$ cat src/pkg/psrb_regs.svh
// Register codes, field layout, command codes and reset values of the sensor register bank.
`ifndef PSRB_REGS_SVH
`define PSRB_REGS_SVH

// Register codes on the 4-bit address field.
`define PSRB_ADDR_CLAMP_LO 4'h1
`define PSRB_ADDR_CLAMP_HI 4'h2
`define PSRB_ADDR_QUIESC 4'h3
`define PSRB_ADDR_GAIN 4'h4
`define PSRB_ADDR_CONFIG 4'h5
`define PSRB_ADDR_LOCK 4'h6
`define PSRB_ADDR_IN_CONV 4'h7
`define PSRB_ADDR_GP_SET 4'h8
`define PSRB_ADDR_OUT_CONV 4'h9
`define PSRB_ADDR_TEMP 4'hb
`define PSRB_ADDR_GP_FIRST 4'hc
`define PSRB_ADDR_SHUTDOWN 4'hf

// Data widths of each register.
`define PSRB_DATA_W 14
`define PSRB_W_CLAMP_LO 8
`define PSRB_W_CLAMP_HI 9
`define PSRB_W_QUIESC 11
`define PSRB_W_GAIN 14
`define PSRB_W_CONFIG 10
`define PSRB_W_LOCK 2
`define PSRB_W_TEMP 10
`define PSRB_W_GP 13
`define PSRB_GP_COUNT 4

// Temperature compensation fields and operating config fields.
`define PSRB_TEMP_SQ_LSB 0
`define PSRB_TEMP_SQ_MSB 2
`define PSRB_TEMP_LIN_LSB 3
`define PSRB_TEMP_LIN_MSB 7
`define PSRB_TEMP_GRP_LSB 8
`define PSRB_TEMP_GRP_MSB 9
`define PSRB_CFG_RANGE_HI 9
`define PSRB_CFG_STYLE_LSB 5
`define PSRB_CFG_STYLE_MSB 8
`define PSRB_CFG_FILT_LSB 3
`define PSRB_CFG_FILT_MSB 4
`define PSRB_CFG_RANGE_LSB 1
`define PSRB_CFG_RANGE_MSB 2

// Command codes on the 3-bit command field.
`define PSRB_CMD_READ 3'h2
`define PSRB_CMD_WRITE 3'h3
`define PSRB_CMD_BURN 3'h4
`define PSRB_CMD_ERASE 3'h5

// Shutdown key and reset value of the working copy.
`define PSRB_SHUTDOWN_KEY 14'h080F
`define PSRB_RESET_DATA 14'h0000
`endif

$ cat src/pkg/psrb_pkg.sv
// Types shared by the sensor register bank.
`include "psrb_regs.svh"
package psrb_pkg;
  // Calibration set held in working copy and in storage.
  typedef struct packed {
    logic [`PSRB_W_CLAMP_LO-1:0] clamp_lo;
    logic [`PSRB_W_CLAMP_HI-1:0] clamp_hi;
    logic [`PSRB_W_QUIESC-1:0] quiescent_offset;
    logic [`PSRB_W_GAIN-1:0] gain;
    logic [`PSRB_W_CONFIG-1:0] operating_config;
    logic [`PSRB_W_LOCK-1:0] lock_control;
    logic [`PSRB_W_TEMP-1:0] temp_compensation;
    logic [`PSRB_GP_COUNT-1:0][`PSRB_W_GP-1:0] gp;
  } psrb_cal_t;
  // One decoded telegram from the programmer.
  typedef struct packed {
    logic valid;
    logic [2:0] cmd;
    logic [3:0] addr;
    logic [`PSRB_DATA_W-1:0] data;
  } psrb_req_t;
  // Answer to the programmer: acknowledge plus read data.
  typedef struct packed {
    logic valid;
    logic is_read;
    logic [`PSRB_DATA_W-1:0] data;
  } psrb_rsp_t;
  // Whole state of the bank.
  typedef struct packed {
    psrb_cal_t ram;
    psrb_cal_t nv;
    logic [1:0] gp_idx;
    logic shut;
    logic act_s1;
    logic act_s2;
    logic act_s3;
    psrb_rsp_t rsp;
  } psrb_state_t;
endpackage

$ cat src/psrb_bank.sv
// Register bank of the programmable linear sensor, driven by decoded telegrams.
`include "psrb_regs.svh"
module psrb_bank import psrb_pkg::*; (
  // Clock and synchronous reset.
  input wire logic clock,
  input wire logic resetn,
  // Decoded telegram and its answer.
  input wire psrb_req_t req,
  output psrb_rsp_t rsp,
  // Converter readouts from the signal path.
  input wire logic [`PSRB_DATA_W-1:0] in_conv_value,
  input wire logic [`PSRB_DATA_W-1:0] out_conv_value,
  // Activate pulse sensed on the output pin.
  input wire logic activate_pin,
  // Calibration towards the signal path and power state.
  output psrb_cal_t cal,
  output psrb_cal_t stored_cal,
  output logic shut_down
);
  psrb_state_t s_reg; // Registered state.
  psrb_state_t s_next; // Next state.
  logic act_rise; // Synchronised rising edge of the activate pin.
  logic taken; // A telegram is accepted this cycle.
  logic [`PSRB_DATA_W-1:0] rd; // Left-justified read data.
  logic [`PSRB_DATA_W-1:0] rev; // Bit-reversed output converter value.

  // Reverse the converter bits, since the reply shifts them out LSB first.
  always_comb begin
    for (int i = 0; i < `PSRB_DATA_W; i++) begin
      rev[i] = out_conv_value[`PSRB_DATA_W-1-i];
    end
  end

  // Reply data: narrow registers sit at the front of the 14-bit field.
  always_comb begin
    rd = `PSRB_RESET_DATA;
    case (req.addr)
      `PSRB_ADDR_CLAMP_LO: rd = {s_reg.ram.clamp_lo, 6'h00};
      `PSRB_ADDR_CLAMP_HI: rd = {s_reg.ram.clamp_hi, 5'h00};
      `PSRB_ADDR_QUIESC: rd = {s_reg.ram.quiescent_offset, 3'h0};
      `PSRB_ADDR_GAIN: rd = s_reg.ram.gain;
      `PSRB_ADDR_CONFIG: rd = {s_reg.ram.operating_config, 4'h0};
      `PSRB_ADDR_LOCK: rd = {s_reg.ram.lock_control, 12'h000};
      `PSRB_ADDR_IN_CONV: rd = in_conv_value;
      `PSRB_ADDR_OUT_CONV: rd = rev;
      `PSRB_ADDR_TEMP: rd = {s_reg.ram.temp_compensation, 4'h0};
      `PSRB_ADDR_GP_FIRST: rd = {s_reg.ram.gp[0], 1'b0};
      `PSRB_ADDR_GP_SET: rd = {s_reg.ram.gp[s_reg.gp_idx], 1'b0};
      default: rd = `PSRB_RESET_DATA;
    endcase
  end

  // Only the second and third stages of the pin synchroniser feed logic.
  assign act_rise = s_reg.act_s2 & ~s_reg.act_s3;
  // A shut-down sensor ignores every telegram until woken.
  assign taken = req.valid & ~s_reg.shut;

  // Next-state logic for the whole bank.
  always_comb begin
    s_next = s_reg;
    s_next.act_s1 = activate_pin;
    s_next.act_s2 = s_reg.act_s1;
    s_next.act_s3 = s_reg.act_s2;
    s_next.rsp = '0;
    // Wake on an activate edge; a telegram that arrives while shut is not taken.
    if (act_rise) begin
      s_next.shut = 1'b0;
    end
    if (taken) begin
      case (req.cmd)
        `PSRB_CMD_READ: begin
          s_next.rsp.valid = 1'b1;
          s_next.rsp.is_read = 1'b1;
          s_next.rsp.data = rd;
          // The set is walked in order; the first member restarts the walk.
          if (req.addr == `PSRB_ADDR_GP_FIRST) begin
            s_next.gp_idx = 2'h1;
          end else if (req.addr == `PSRB_ADDR_GP_SET && s_reg.gp_idx != 2'h3) begin
            s_next.gp_idx = s_reg.gp_idx + 2'h1;
          end
        end
        `PSRB_CMD_WRITE: begin
          s_next.rsp.valid = 1'b1;
          // Trailing data bits carry the value; read-only codes fall through.
          case (req.addr)
            `PSRB_ADDR_CLAMP_LO: s_next.ram.clamp_lo = req.data[7:0];
            `PSRB_ADDR_CLAMP_HI: s_next.ram.clamp_hi = req.data[8:0];
            `PSRB_ADDR_QUIESC: s_next.ram.quiescent_offset = req.data[10:0];
            `PSRB_ADDR_GAIN: s_next.ram.gain = req.data;
            `PSRB_ADDR_CONFIG: s_next.ram.operating_config = req.data[9:0];
            `PSRB_ADDR_LOCK: s_next.ram.lock_control = req.data[1:0];
            `PSRB_ADDR_TEMP: s_next.ram.temp_compensation = req.data[9:0];
            `PSRB_ADDR_GP_FIRST: begin
              s_next.ram.gp[0] = req.data[12:0];
              s_next.gp_idx = 2'h1;
            end
            `PSRB_ADDR_GP_SET: begin
              s_next.ram.gp[s_reg.gp_idx] = req.data[12:0];
              if (s_reg.gp_idx != 2'h3) begin
                s_next.gp_idx = s_reg.gp_idx + 2'h1;
              end
            end
            `PSRB_ADDR_SHUTDOWN: begin
              // Any other value leaves the sensor running.
              if (req.data == `PSRB_SHUTDOWN_KEY) begin
                s_next.shut = 1'b1;
              end
            end
            default: begin
              // Readouts and unused codes keep their contents.
              s_next.ram = s_reg.ram;
            end
          endcase
        end
        `PSRB_CMD_ERASE: begin
          // Storage commands act on everything at once, only with address zero.
          if (req.addr == 4'h0) begin
            s_next.nv = '0;
            s_next.rsp.valid = 1'b1;
          end
        end
        `PSRB_CMD_BURN: begin
          if (req.addr == 4'h0) begin
            s_next.nv = s_reg.ram;
            s_next.rsp.valid = 1'b1;
          end
        end
        default: begin
          // Unknown commands get no acknowledge.
          s_next.rsp = '0;
        end
      endcase
    end
    // Power-up clears the bank and the storage model alike.
    if (!resetn) begin
      s_next = '0;
    end
  end

  // State register.
  always_ff @(posedge clock) begin
    s_reg <= s_next;
  end

  // Outputs are all taken straight from flip-flops.
  assign rsp = s_reg.rsp;
  assign cal = s_reg.ram;
  assign stored_cal = s_reg.nv;
  assign shut_down = s_reg.shut;
endmodule // psrb_bank

$ cat config.mk
export PLATFORM = sky130hd
export DESIGN_NAME = psrb_bank
export DESIGN_NICKNAME = d
export VERILOG_FILES = /design/src/pkg/psrb_pkg.sv /design/src/psrb_bank.sv
export VERILOG_INCLUDE_DIRS = /design/src /design/src/pkg
export SDC_FILE = /design/constraint.sdc
export NUM_CORES = 1
export LEC_CHECK = 0
export ABC_AREA = 1
export BUFFER_PORTS_ARGS = -buffer_cell sky130_fd_sc_hd__buf_2
export CAP_MARGIN = 20
export CORE_MARGIN = 3
export CORE_UTILIZATION = 45
export DETAILED_ROUTE_END_ITERATION = 6
export PLACE_DENSITY = 0.69
export SLEW_MARGIN = 20
export SYNTH_ARGS = -nofsm -noshare
export SYNTH_HDL_FRONTEND = slang
export SYNTH_SLANG_ARGS = --single-unit
export TNS_END_PERCENT = 20
$ cat constraint.sdc
create_clock -name clock -period 1.9 [get_ports clock]
set_clock_uncertainty 0.05 [all_clocks]
set_input_delay 0.285 -clock clock [delete_from_list [all_inputs] [get_ports clock]]
set_output_delay 0.285 -clock clock [all_outputs]
set_load 0.03 [all_outputs]
==> reports/results.tsv, run 1 <==
stage	metric	value	unit
routing	antenna-violating nets left	0	
critical_path	Critical Path Sink	cal[89]$_SDFFE_PN0P_	
cells_and_area	non-filler cells, final	2214	
cts	H-tree levels	1	
critical_path	launch point of the worst path	shut_down$_SDFF_PN0_	
timing	# setup viols final	0	
hold_path	min-delay worst type	input port to flip-flop	
cts	# Post-CTS Setup Buffers	0	
floorplanning	# IOs	302	
timing	Sum Neg Setup Slack	0	ns
timing	fin. max-slew vios	0	
place	Area after DPL	12880	µm²
critical_path	Critical Path RT	2.28	ns
cts	CTS buffer count	29	
timing	Slew HR	65.30	%
grt	global route overflow	0	
critical_path	crit-path max FO	19	
timing	hold slack final	0.02391	ns
synthesis	register bit count reported by yosys	254	
critical_path	R2R cell count	8	
routing	First-pass DRT Iterations	5	
floorplanning	Die Width	174.2	µm
timing	Hold Violations, Final	0	
grt	Tot GR Track Use	25.58	%
timing	Max Fclk	0.5867	GHz
cts	worst skew pair latency	0.55	ns
floorplanning	Die Span Y	174.2	µm
hold_path	WHS Path Cells	3	
place	placed insts	2152	
synthesis	main flop type after synthesis	dfxtp_1	
synthesis	Yosys warnings	0	
cells_and_area	Layout area overhead	9.517	%
synthesis	Async S/R FF share, synth	0	%
synthesis	Avg Inst Size Synth	7.178	µm²
synthesis	post-synth top area cell	dfxtp_1	
synthesis	most numerous cell in the Yosys netlist	nand2_1	
timing	worst slew pin tran	0.5204	ns
synthesis	share of Yosys cell area claimed by the top area cell type	39.95	%
routing	via/cell ratio	5.101	
timing	final period utilization	89.70	%
synthesis	syn_nets	1830	
cts	clk buf depth	3	
synthesis	register area share after synthesis	39.95	%
routing	WL per Instance	18.33	µm
grt	vias in the first global route	10540	
cts	CTS sink cnt	254	
timing	fin crit period	1.704	ns
hold_path	Hold Crit Start	req[19]	
routing	DRC violations left	0	
routing	routed vias	11294	
grt	first-pass GRT wire length	61960	µm
critical_path	Crit Path Class	flip-flop to flip-flop	
power_and_ir_drop	static leakage	0.006600	µW
synthesis	Post-synth top cells	362 x nand2_1, 254 x buf_4, 254 x dfxtp_1	
critical_path	RR Startpoint	shut_down$_SDFF_PN0_	
run	max-cap viol count	0	
cells_and_area	fin area	13940	µm²
cts	Root Buffer	clkbuf_16	
routing	initial DRC count	1128	
synthesis	Post-Syn Area	12730	µm²
critical_path	CP endpoint kind	flip-flop	
floorplanning	initial cell density of the core	46.45	%
power_and_ir_drop	power per cell area	835.9	nW/µm²
floorplanning	placement row count	60	
cts	CTS tree	built	
cells_and_area	fin nets	1877	
timing	RSZ-0062 raised after global routing	no	
floorplanning	DIE AREA	30340	µm²
status	outcome	finished, final reports clean	
power_and_ir_drop	Max IR drop VDD	539.8	µV
critical_path	r2r setup slk	0.20	ns
synthesis	synth top area cells	dfxtp_1 40%, buf_4 15%, nand2_1 11%	
place	Port Buffers	301	
routing	Post-Route WL	40580	µm
grt	initial antenna violation count	5	
place	hpwl dp	29380	µm
grt	largest net degree at the start of global routing	123	
place	RePlAce Congestion	1.017	
critical_path	worst reg2reg endpoint	cal[89]$_SDFFE_PN0P_	
floorplanning	core box area	27400	µm²
cells_and_area	fillcell total	2756	
critical_path	critical path arrival	2.09	ns
cts	Worst-path clk slew	0.06	ns
cells_and_area	fraction of final layout cells sized beyond drive strength 1	23.86	%
synthesis	Cell variety after synth	34	
synthesis	Mapped Cells	1773	
synthesis	EDFF count, synth	0	
critical_path	nature of the critical path startpoint	flip-flop	
-- per-stage QoR --
step / utilization (%) / power [µW] / setup slack, ns
after floorplan: - / 5822 / 0.1756
after global placement: 47.00 / 6089 / 0.03215
after detailed placement: 47.00 / 6092 / 0.02781
after CTS: 50.83 / 11740 / 0.2012
after global routing: 50.87 / 12040 / 0.05133
final: 50.87 / 11650 / 0.1957
-- critical path, stage by stage (launching register included) --
cell,delay [ns]
dfxtp_1,0.33
inv_1,0.05
nand2_1,0.08
inv_2,0.18
nand2_4,0.20
nor2_4,0.37
inv_1,0.14
nor2_1,0.12
nor2_1,0.05
-- what timing repair did --
item	CTS	global route
hold buffers	9	0
setup endpoints to repair	0	1
gates resized for setup	0	1
hold endpoints to repair	13	0
-- cell usage in the layout, fill, tap and decap left out, types with 5 or more instances in the layout --
cell,n
clkbuf_1,7
buf_2,300
inv_1,96
buf_12,10
clkinv_2,7
nor2_2,5
nand3_1,160
o21ai_1,11
nand3_2,10
nor2_1,203
nor2_4,8
a21oi_1,177
dlygate4sd3_1,9
o211ai_1,6
dfxtp_1,254
clkbuf_16,29
o21ai_0,102
nand2_1,362
buf_4,43
clkbuf_8,6
-- cells by family after synthesis --
family | after synthesis | share of synthesized area [%]
adders and majority gates | 4 | 0.3933
AOI/OAI and AO/OA | 300 | 12.09
DFF | 254 | 39.95
and+or+nand+nor | 767 | 26.15
buffers and inverters | 448 | 21.41
-- report_power, final --
group          internal, µW  switching [µW]  total, µW
clock network          3430            2220       5650
logic                   189             456        645
registers              5340            17.7       5360
-- final cells by class --
type / instances / area (µm²) / area share (%)
Sequential cell: 254 / 5085 / 36.48
Multi-Input combinational cell: 1071 / 4922 / 35.31
Timing Repair Buffer: 362 / 2115 / 15.17
Clock buffer: 42 / 834.6 / 5.987
Tap cell: 372 / 465.4 / 3.339
Inverter: 102 / 387.9 / 2.783
Clock inverter: 9 / 123.9 / 0.8887
Antenna cell: 2 / 5.005 / 0.03591
-- worst min path at each step --
stage          slack [ns]                   end
2_1_floorplan        0.33    rsp[14]$_SDFF_PN0_
3_3_place_gp         0.36  s_reg[17]$_SDFF_PN0_
3_5_place_dp         0.36  s_reg[17]$_SDFF_PN0_
4_1_cts             0.004  cal[20]$_SDFFE_PN0P_
5_1_grt              0.03  cal[35]$_SDFFE_PN0P_
6_report             0.02    rsp[15]$_SDFF_PN0_
-- layer usage --
layer	vias up	GRT usage, %	share of wire [%]
li1	5520	-	-
met1	5237	36.89	46
met2	465	39.75	44
met3	66	4.762	7.9
met4	6	5.932	2.2
met5	-	0	0.086
(Power assumes the default switching activity.)
==> run 2, diff against run 1 <==
- ABC_AREA: 1 -> not set
==> reports/results.tsv, run 2 <==
stage	metric	value	unit	change
routing	antenna-violating nets left	0		unchanged
cells_and_area	commonest non-fill, non-tap cell in the layout	buf_2		
synthesis	register area share after synthesis	39.04	%	-0.91 points
floorplanning	Die Span Y	176.1	µm	+1.1%
grt	Tot GR Track Use	24.84	%	-0.74 points
place	Setup Slack @ Placement	-0.02732	ns	-0.05513 ns
routing	via/cell ratio	5.429		+6.4%
synthesis	syn_nets	1463		-20%
routing	initial DRC count	712		-37%
power_and_ir_drop	power per cell area	801.5	nW/µm²	-4.1%
cells_and_area	fin area	14380	µm²	+3.2%
floorplanning	Die Width	176.1	µm	+1.1%
cells_and_area	fraction of final layout cells sized beyond drive strength 1	31.71	%	+7.9 points
timing	RSZ-0062 raised after global routing	no		
power_and_ir_drop	clock group share of total power	48.0	%	-0.5 points
cts	worst skew pair latency	0.54	ns	about the same
timing	setup ws final	0.1003	ns	-0.09544 ns
grt	vias in the first global route	9443		-10%
synthesis	synth top area cells	dfxtp_1 39%, buf_4 15%, mux2i_1 9.3%		
timing	Slew HR	44.83	%	-20 points
run	max-cap viol count	0		unchanged
floorplanning	DIE AREA	31020	µm²	+2.3%
cts	CTS buffer count	28		-3.4%
power_and_ir_drop	Max IR drop VDD	624.2	µV	+16%
synthesis	Mapped Cells	1406		-21%
hold_path	min-delay worst type	input port to flip-flop		
place	RePlAce Congestion	0.9274		-8.8%
power_and_ir_drop	Switching Power	2646	µW	-1.8%
cts	clk buf depth	3		unchanged
cells_and_area	Layout area overhead	10.38	%	
cts	Post-CTS Resized	0		unchanged
place	hpwl dp	28740	µm	-2.2%
critical_path	Crit Path Class	flip-flop to flip-flop		
routing	routed vias	10092		-11%
synthesis	Cell variety after synth	53		+56%
routing	First-pass DRT Iterations	5		unchanged
power_and_ir_drop	Comb power frac	5.6	%	about the same
cts	# Post-CTS Setup Buffers	0		unchanged
routing	WL per Instance	21.71	µm	+18%
cells_and_area	fin nets	1514		-19%
cts	CTS tree	built		
place	Port Buffers	301		unchanged
timing	final period utilization	94.72	%	+5.0 points
power_and_ir_drop	Pint	8878	µW	-0.88%
synthesis	Async S/R FF share, synth	0	%	unchanged
critical_path	crit-path max FO	13		-6
critical_path	nature of the critical path startpoint	flip-flop		
cts	CTS Hold Bufs	2		-7
critical_path	CP endpoint kind	flip-flop		
grt	global route overflow	0		unchanged
synthesis	Post-Syn Area	13020	µm²	+2.3%
synthesis	share of Yosys cell area claimed by the top area cell type	39.04	%	-0.91 points
routing	Post-Route WL	40360	µm	-0.54%
cells_and_area	commonest non-fill, non-tap cells in the layout	300 x buf_2, 254 x dfxtp_1, 131 x nand2_1, 128 x nor2b_1, 125 x nand3_1		
timing	fin. max-slew vios	0		unchanged
grt	initial antenna violation count	5		unchanged
synthesis	EDFF count, synth	0		unchanged
critical_path	Critical Path RT	2.28	ns	about the same
synthesis	main flop type after synthesis	dfxtp_1		
floorplanning	# IOs	302		unchanged
critical_path	critical path arrival	2.18	ns	+0.09 ns
synthesis	most numerous cell in the Yosys netlist	buf_4		
grt	first-pass GRT wire length	59480	µm	-4.0%
cts	Root Buffer	clkbuf_16		
power_and_ir_drop	Flop pwr share	46.4	%	+0.4 points
cts	Worst-path clk slew	0.06	ns	about the same
power_and_ir_drop	static leakage	0.006666	µW	+1.0%
cts	H-tree levels	1		unchanged
synthesis	post-synth top area cell	dfxtp_1		
timing	worst slew pin tran	0.8275	ns	+0.3071 ns
timing	Max Fclk	0.5556	GHz	-5.3%
floorplanning	initial cell density of the core	46.25	%	-0.20 points
timing	fin crit period	1.800	ns	+0.09544 ns
grt	largest net degree at the start of global routing	239		+94%
timing	Hold Violations, Final	0		unchanged
floorplanning	core box area	28160	µm²	+2.8%
power_and_ir_drop	sw frac	22.96	%	-0.17 points
synthesis	Yosys warnings	0		unchanged
synthesis	Post-synth top cells	265 x buf_4, 254 x dfxtp_1, 131 x nand2_1		
timing	# setup viols final	0		unchanged
routing	DRC violations left	0		unchanged
status	outcome	finished, final reports clean		
synthesis	Avg Inst Size Synth	9.264	µm²	+29%
floorplanning	placement row count	61		+1.7%
synthesis	register bit count reported by yosys	254		unchanged
cts	CTS sink cnt	254		unchanged
timing	Sum Neg Setup Slack	0	ns	unchanged
place	Area after DPL	13400	µm²	+4.0%
run 2: cell types whose count changed in the layout (fill, tap and decap cells not counted), moves of 35 or more:
cell      before  now
mux2i_1        0  121
nand2_1      362  131
nor2_1       203    6
a21boi_0       0  116
nor2b_1        0  128
a21oi_1      177    7
inv_1         96    7
nand3_1      160  125
o21ai_0      102    5
run 2: through the flow:
| step | power, µW | std cells | hold slack, ns | utilization (%) |
|---|---|---|---|---|
| 6_report | 11520 | 1859 | 0.03572 | 51.05 |
| 5_1_grt | 11900 | 1858 | 0.03307 | 51.04 |
| 3_3_place_gp | 6090 | 1803 | 0.3775 | 47.58 |
| 4_1_cts | 11630 | 1857 | 0.01628 | 51.03 |
| 2_1_floorplan | 5813 | 1406 | 0.3269 | - |
| 3_5_place_dp | 6093 | 1803 | 0.3805 | 47.58 |
run 2: cells by family (layout without fill, tap and decap cells):
logic type                 after synthesis  count (layout)  synth area share (%)
and+or+nand+nor                        442             442                 18.16
buffers and inverters                  366             439                 18.55
DFF                                    254             254                 39.04
AOI/OAI and AO/OA                      195             195                 11.37
muxes                                  145             145                 12.50
adders and majority gates                4               4                0.3843
other                                    0               2                     0
run 2: layout make-up:
type | count | area (µm²)
Clock inverter | 15 | 137.6
Sequential cell | 254 | 5085
Fill cell | 2637 | 13790
Tap cell | 378 | 473.0
Timing Repair Buffer | 380 | 2273
Antenna cell | 2 | 5.005
Clock buffer | 37 | 815.8
Inverter | 7 | 26.28
Multi-Input combinational cell | 786 | 5562
run 2: worst max-delay path, stage by stage, from the launching register on:
cell and delay, ns:
dfxtp_1 0.39, inv_1 0.11, ha_1 0.24, o2111ai_4 0.54, mux2i_1 0.27, nor2b_1 0.07
run 2: power groups by stage:
stage	clock network [µW]	logic [µW]	registers (µW)
floorplan	0	358	5460
global placement	0	630	5460
detailed placement	0	633	5460
CTS	5650	638	5340
global route	5890	678	5340
finish	5540	647	5340
run 2: path summary, 6_finish.rpt:
| check | startpoint | endpoint | slack (ns) | cells past startpoint |
|---|---|---|---|---|
| worst min register to register | s_reg[18]$_SDFF_PN0_ | s_reg[17]$_SDFF_PN0_ | 0.39 | 1 |
| worst min-delay path | resetn | rsp[15]$_SDFF_PN0_ | 0.04 | 3 |
| worst max-delay path | s_reg[20]$_SDFFE_PN0P_ | cal[3]$_SDFFE_PN0P_ | 0.10 | 5 |
| worst max register to register | s_reg[20]$_SDFFE_PN0P_ | cal[3]$_SDFFE_PN0P_ | 0.10 | 5 |
run 2: routing by layer:
layer,GRT usage [%],vias up,share of wire [%]
li1,-,4666,-
met1,35.26,4860,45
met2,37.55,474,43
met3,5.118,86,8.1
met4,8.644,6,3.5
met5,0,-,0.069
==> run 3, diff against run 2 <==
- SETUP_SLACK_MARGIN: not set -> 0.3
==> reports/results.tsv, run 3 (synthesis results as in run 2) <==
stage	metric	value	unit	change
status	outcome	finished, final reports clean		
cts	CTS buffer count	29		+3.6%
cts	CTS sink cnt	254		unchanged
timing	final period utilization	88.63	%	-6.1 points
floorplanning	DIE AREA	31020	µm²	unchanged
grt	vias in the first global route	9391		-0.55%
critical_path	RR Startpoint	shut_down$_SDFF_PN0_		
critical_path	nature of the critical path startpoint	flip-flop		
timing	Max Fclk	0.5939	GHz	+6.9%
floorplanning	Die Width	176.1	µm	unchanged
grt	initial antenna violation count	2		-3
cells_and_area	fin nets	1530		+1.1%
power_and_ir_drop	static leakage	0.006799	µW	+2.0%
run	max-cap viol count	0		unchanged
cells_and_area	fraction of final layout cells sized beyond drive strength 1	33.11	%	+1.4 points
timing	worst slew pin tran	0.8528	ns	+0.02533 ns
critical_path	worst reg2reg endpoint	cal[11]$_SDFFE_PN0P_		
hold_path	hold path endpoint	rsp[5]$_SDFF_PN0_		
routing	Max Used Layer	met5		
floorplanning	core box area	28160	µm²	unchanged
routing	WL per Instance	21.75	µm	+0.16%
critical_path	slowest CP cell	dfxtp_4		
timing	fin. max-slew vios	0		unchanged
cts	clk buf depth	3		unchanged
routing	met1 WL	18100	µm	about the same
critical_path	r2r setup slk	0.22	ns	+0.12 ns
routing	routed vias	9998		-0.93%
critical_path	R2R cell count	6		+1
cells_and_area	commonest non-fill, non-tap cells in the layout	300 x buf_2, 250 x dfxtp_1, 131 x nand2_1, 127 x nor2b_1, 125 x nand3_1		
routing	via/cell ratio	5.335		-1.7%
hold_path	WHS Path Cells	3		unchanged
critical_path	Largest stage delay, worst path	0.36	ns	-0.18 ns
cts	Worst-path clk slew	0.06	ns	about the same
critical_path	Crit Path Class	flip-flop to flip-flop		
place	hpwl dp	28890	µm	+0.50%
timing	# setup viols final	0		unchanged
routing	Met3 Wirelength	3105	µm	-5.3%
critical_path	most used cell, CP	buf_12		
power_and_ir_drop	power per cell area	804.3	nW/µm²	+0.34%
hold_path	Hold Crit Start	out_conv_value[8]		
grt	largest net degree at the start of global routing	239		unchanged
floorplanning	# IOs	302		unchanged
grt	global route overflow	0		unchanged
floorplanning	Die Span Y	176.1	µm	unchanged
cts	Root Buffer	clkbuf_16		
floorplanning	initial cell density of the core	46.25	%	unchanged
timing	fin crit period	1.684	ns	-0.1158 ns
routing	initial DRC count	754		+5.9%
cells_and_area	Layout area overhead	13.17	%	
floorplanning	placement row count	61		unchanged
critical_path	critical path, cell by cell	and4bb_2 > buf_12 > o2111ai_4 > buf_12 > mux2i_2 > nor2b_1		
cts	worst skew pair latency	0.56	ns	+0.02 ns
cts	H-tree levels	1		unchanged
routing	Post-Route WL	40750	µm	+0.97%
routing	antenna-violating nets left	0		unchanged
timing	RSZ-0062 raised after global routing	yes		
cells_and_area	fillcell total	2581		-2.1%
cts	CTS tree	built		
routing	met2 WL	18420	µm	+5.1%
grt	first-pass GRT wire length	59620	µm	+0.22%
timing	Slew HR	43.14	%	-1.7 points
place	placed insts	1806		+0.17%
critical_path	CP endpoint kind	flip-flop		
critical_path	Critical Path RT	2.28	ns	about the same
critical_path	crit-path max FO	13		unchanged
routing	First-pass DRT Iterations	5		unchanged
timing	Hold Violations, Final	0		unchanged
place	RePlAce Congestion	0.9304		+0.32%
power_and_ir_drop	Max IR drop VDD	566.2	µV	-9.3%
grt	Tot GR Track Use	24.78	%	-0.066 points
cells_and_area	commonest non-fill, non-tap cell in the layout	buf_2		
hold_path	min-delay worst type	input port to flip-flop		
place	Port Buffers	301		unchanged
cells_and_area	non-filler cells, final	1874		+0.81%
routing	DRC violations left	0		unchanged
timing	Sum Neg Setup Slack	0	ns	unchanged
critical_path	critical path arrival	2.06	ns	-0.12 ns
run 3: cell count changes in the layout (fill, tap and decap cells not counted), moves of 3 or more:
cell	before	now
a21boi_0	116	109
a21boi_1	0	7
buf_4	64	69
clkbuf_8	6	2
dfxtp_1	254	250
dfxtp_4	0	3
run 3: worst max-delay path, delay by kind of cell, from the launching register on:
family | cells | cell delay, ns
AO/OA/AOI/OAI | 1 | 0.19
flip-flops | 1 | 0.36
multiplexers | 1 | 0.19
AND/OR/NAND/NOR | 2 | 0.40
buffers and inverters | 2 | 0.36
run 3: timing repair:
action | CTS | global route
pin swaps | 1 | 4
resized for setup | 8 | 15
gates cloned | 1 | 2
setup buffers | 3 | 5
setup endpoints to repair | 149 | 198
hold buffers | 3 | 0
hold endpoints to repair | 3 | 0
run 3: worst max-delay path by stage:
stage                                        endpoint                   start
after floorplan                  cal[10]$_SDFFE_PN0P_  s_reg[20]$_SDFFE_PN0P_
after global placement    stored_cal[27]$_SDFFE_PN0P_                 req[16]
after detailed placement  stored_cal[48]$_SDFFE_PN0P_                 req[16]
after CTS                       cal[115]$_SDFFE_PN0P_    shut_down$_SDFF_PN0_
after global routing             cal[11]$_SDFFE_PN0P_    shut_down$_SDFF_PN0_
final                            cal[11]$_SDFFE_PN0P_    shut_down$_SDFF_PN0_
run 3: routing by layer:
layer | track usage [%] | vias to the layer above
li1 | - | 4680
met1 | 35.44 | 4820
met2 | 39.13 | 414
met3 | 3.978 | 82
met4 | 6.269 | 2
met5 | 0 | -
run 3: final cells by class:
| cell class | instances | area [µm²] | share of cell area, % |
|---|---|---|---|
| antenna | 1 | 2.502 | 0.01698 |
| clock buffer | 35 | 789.5 | 5.356 |
| timing repair buffer | 395 | 2495 | 16.93 |
| inverter | 7 | 33.78 | 0.2292 |
| sequential | 254 | 5097 | 34.58 |
| multi-input combinational | 786 | 5635 | 38.23 |
| clock inverter | 18 | 214.0 | 1.451 |
| tap | 378 | 473.0 | 3.209 |
run 3: per-stage QoR:
stage	total power, µW	area, µm²	setup slack (ns)	util [%]	hold WS [ns]
4_1_cts	11930	14620	0.2302	51.90	0.06198
2_1_floorplan	5815	13130	0.2652	-	0.3266
5_1_grt	12200	14740	0.1695	52.34	0.08660
3_5_place_dp	6106	13470	-0.1194	47.83	0.3901
3_3_place_gp	6104	13470	-0.05498	47.83	0.3851
6_report	11860	14740	0.2161	52.34	0.09139
run 3: power by group:
group          leakage [µW]  internal (µW)  total [µW]  switching (µW)
Sequential          0.00205           5330        5340            8.27
Combinational       0.00426            272         680             407
Clock              0.000487           3520        5840            2320
Total               0.00680           9120       11900            2740
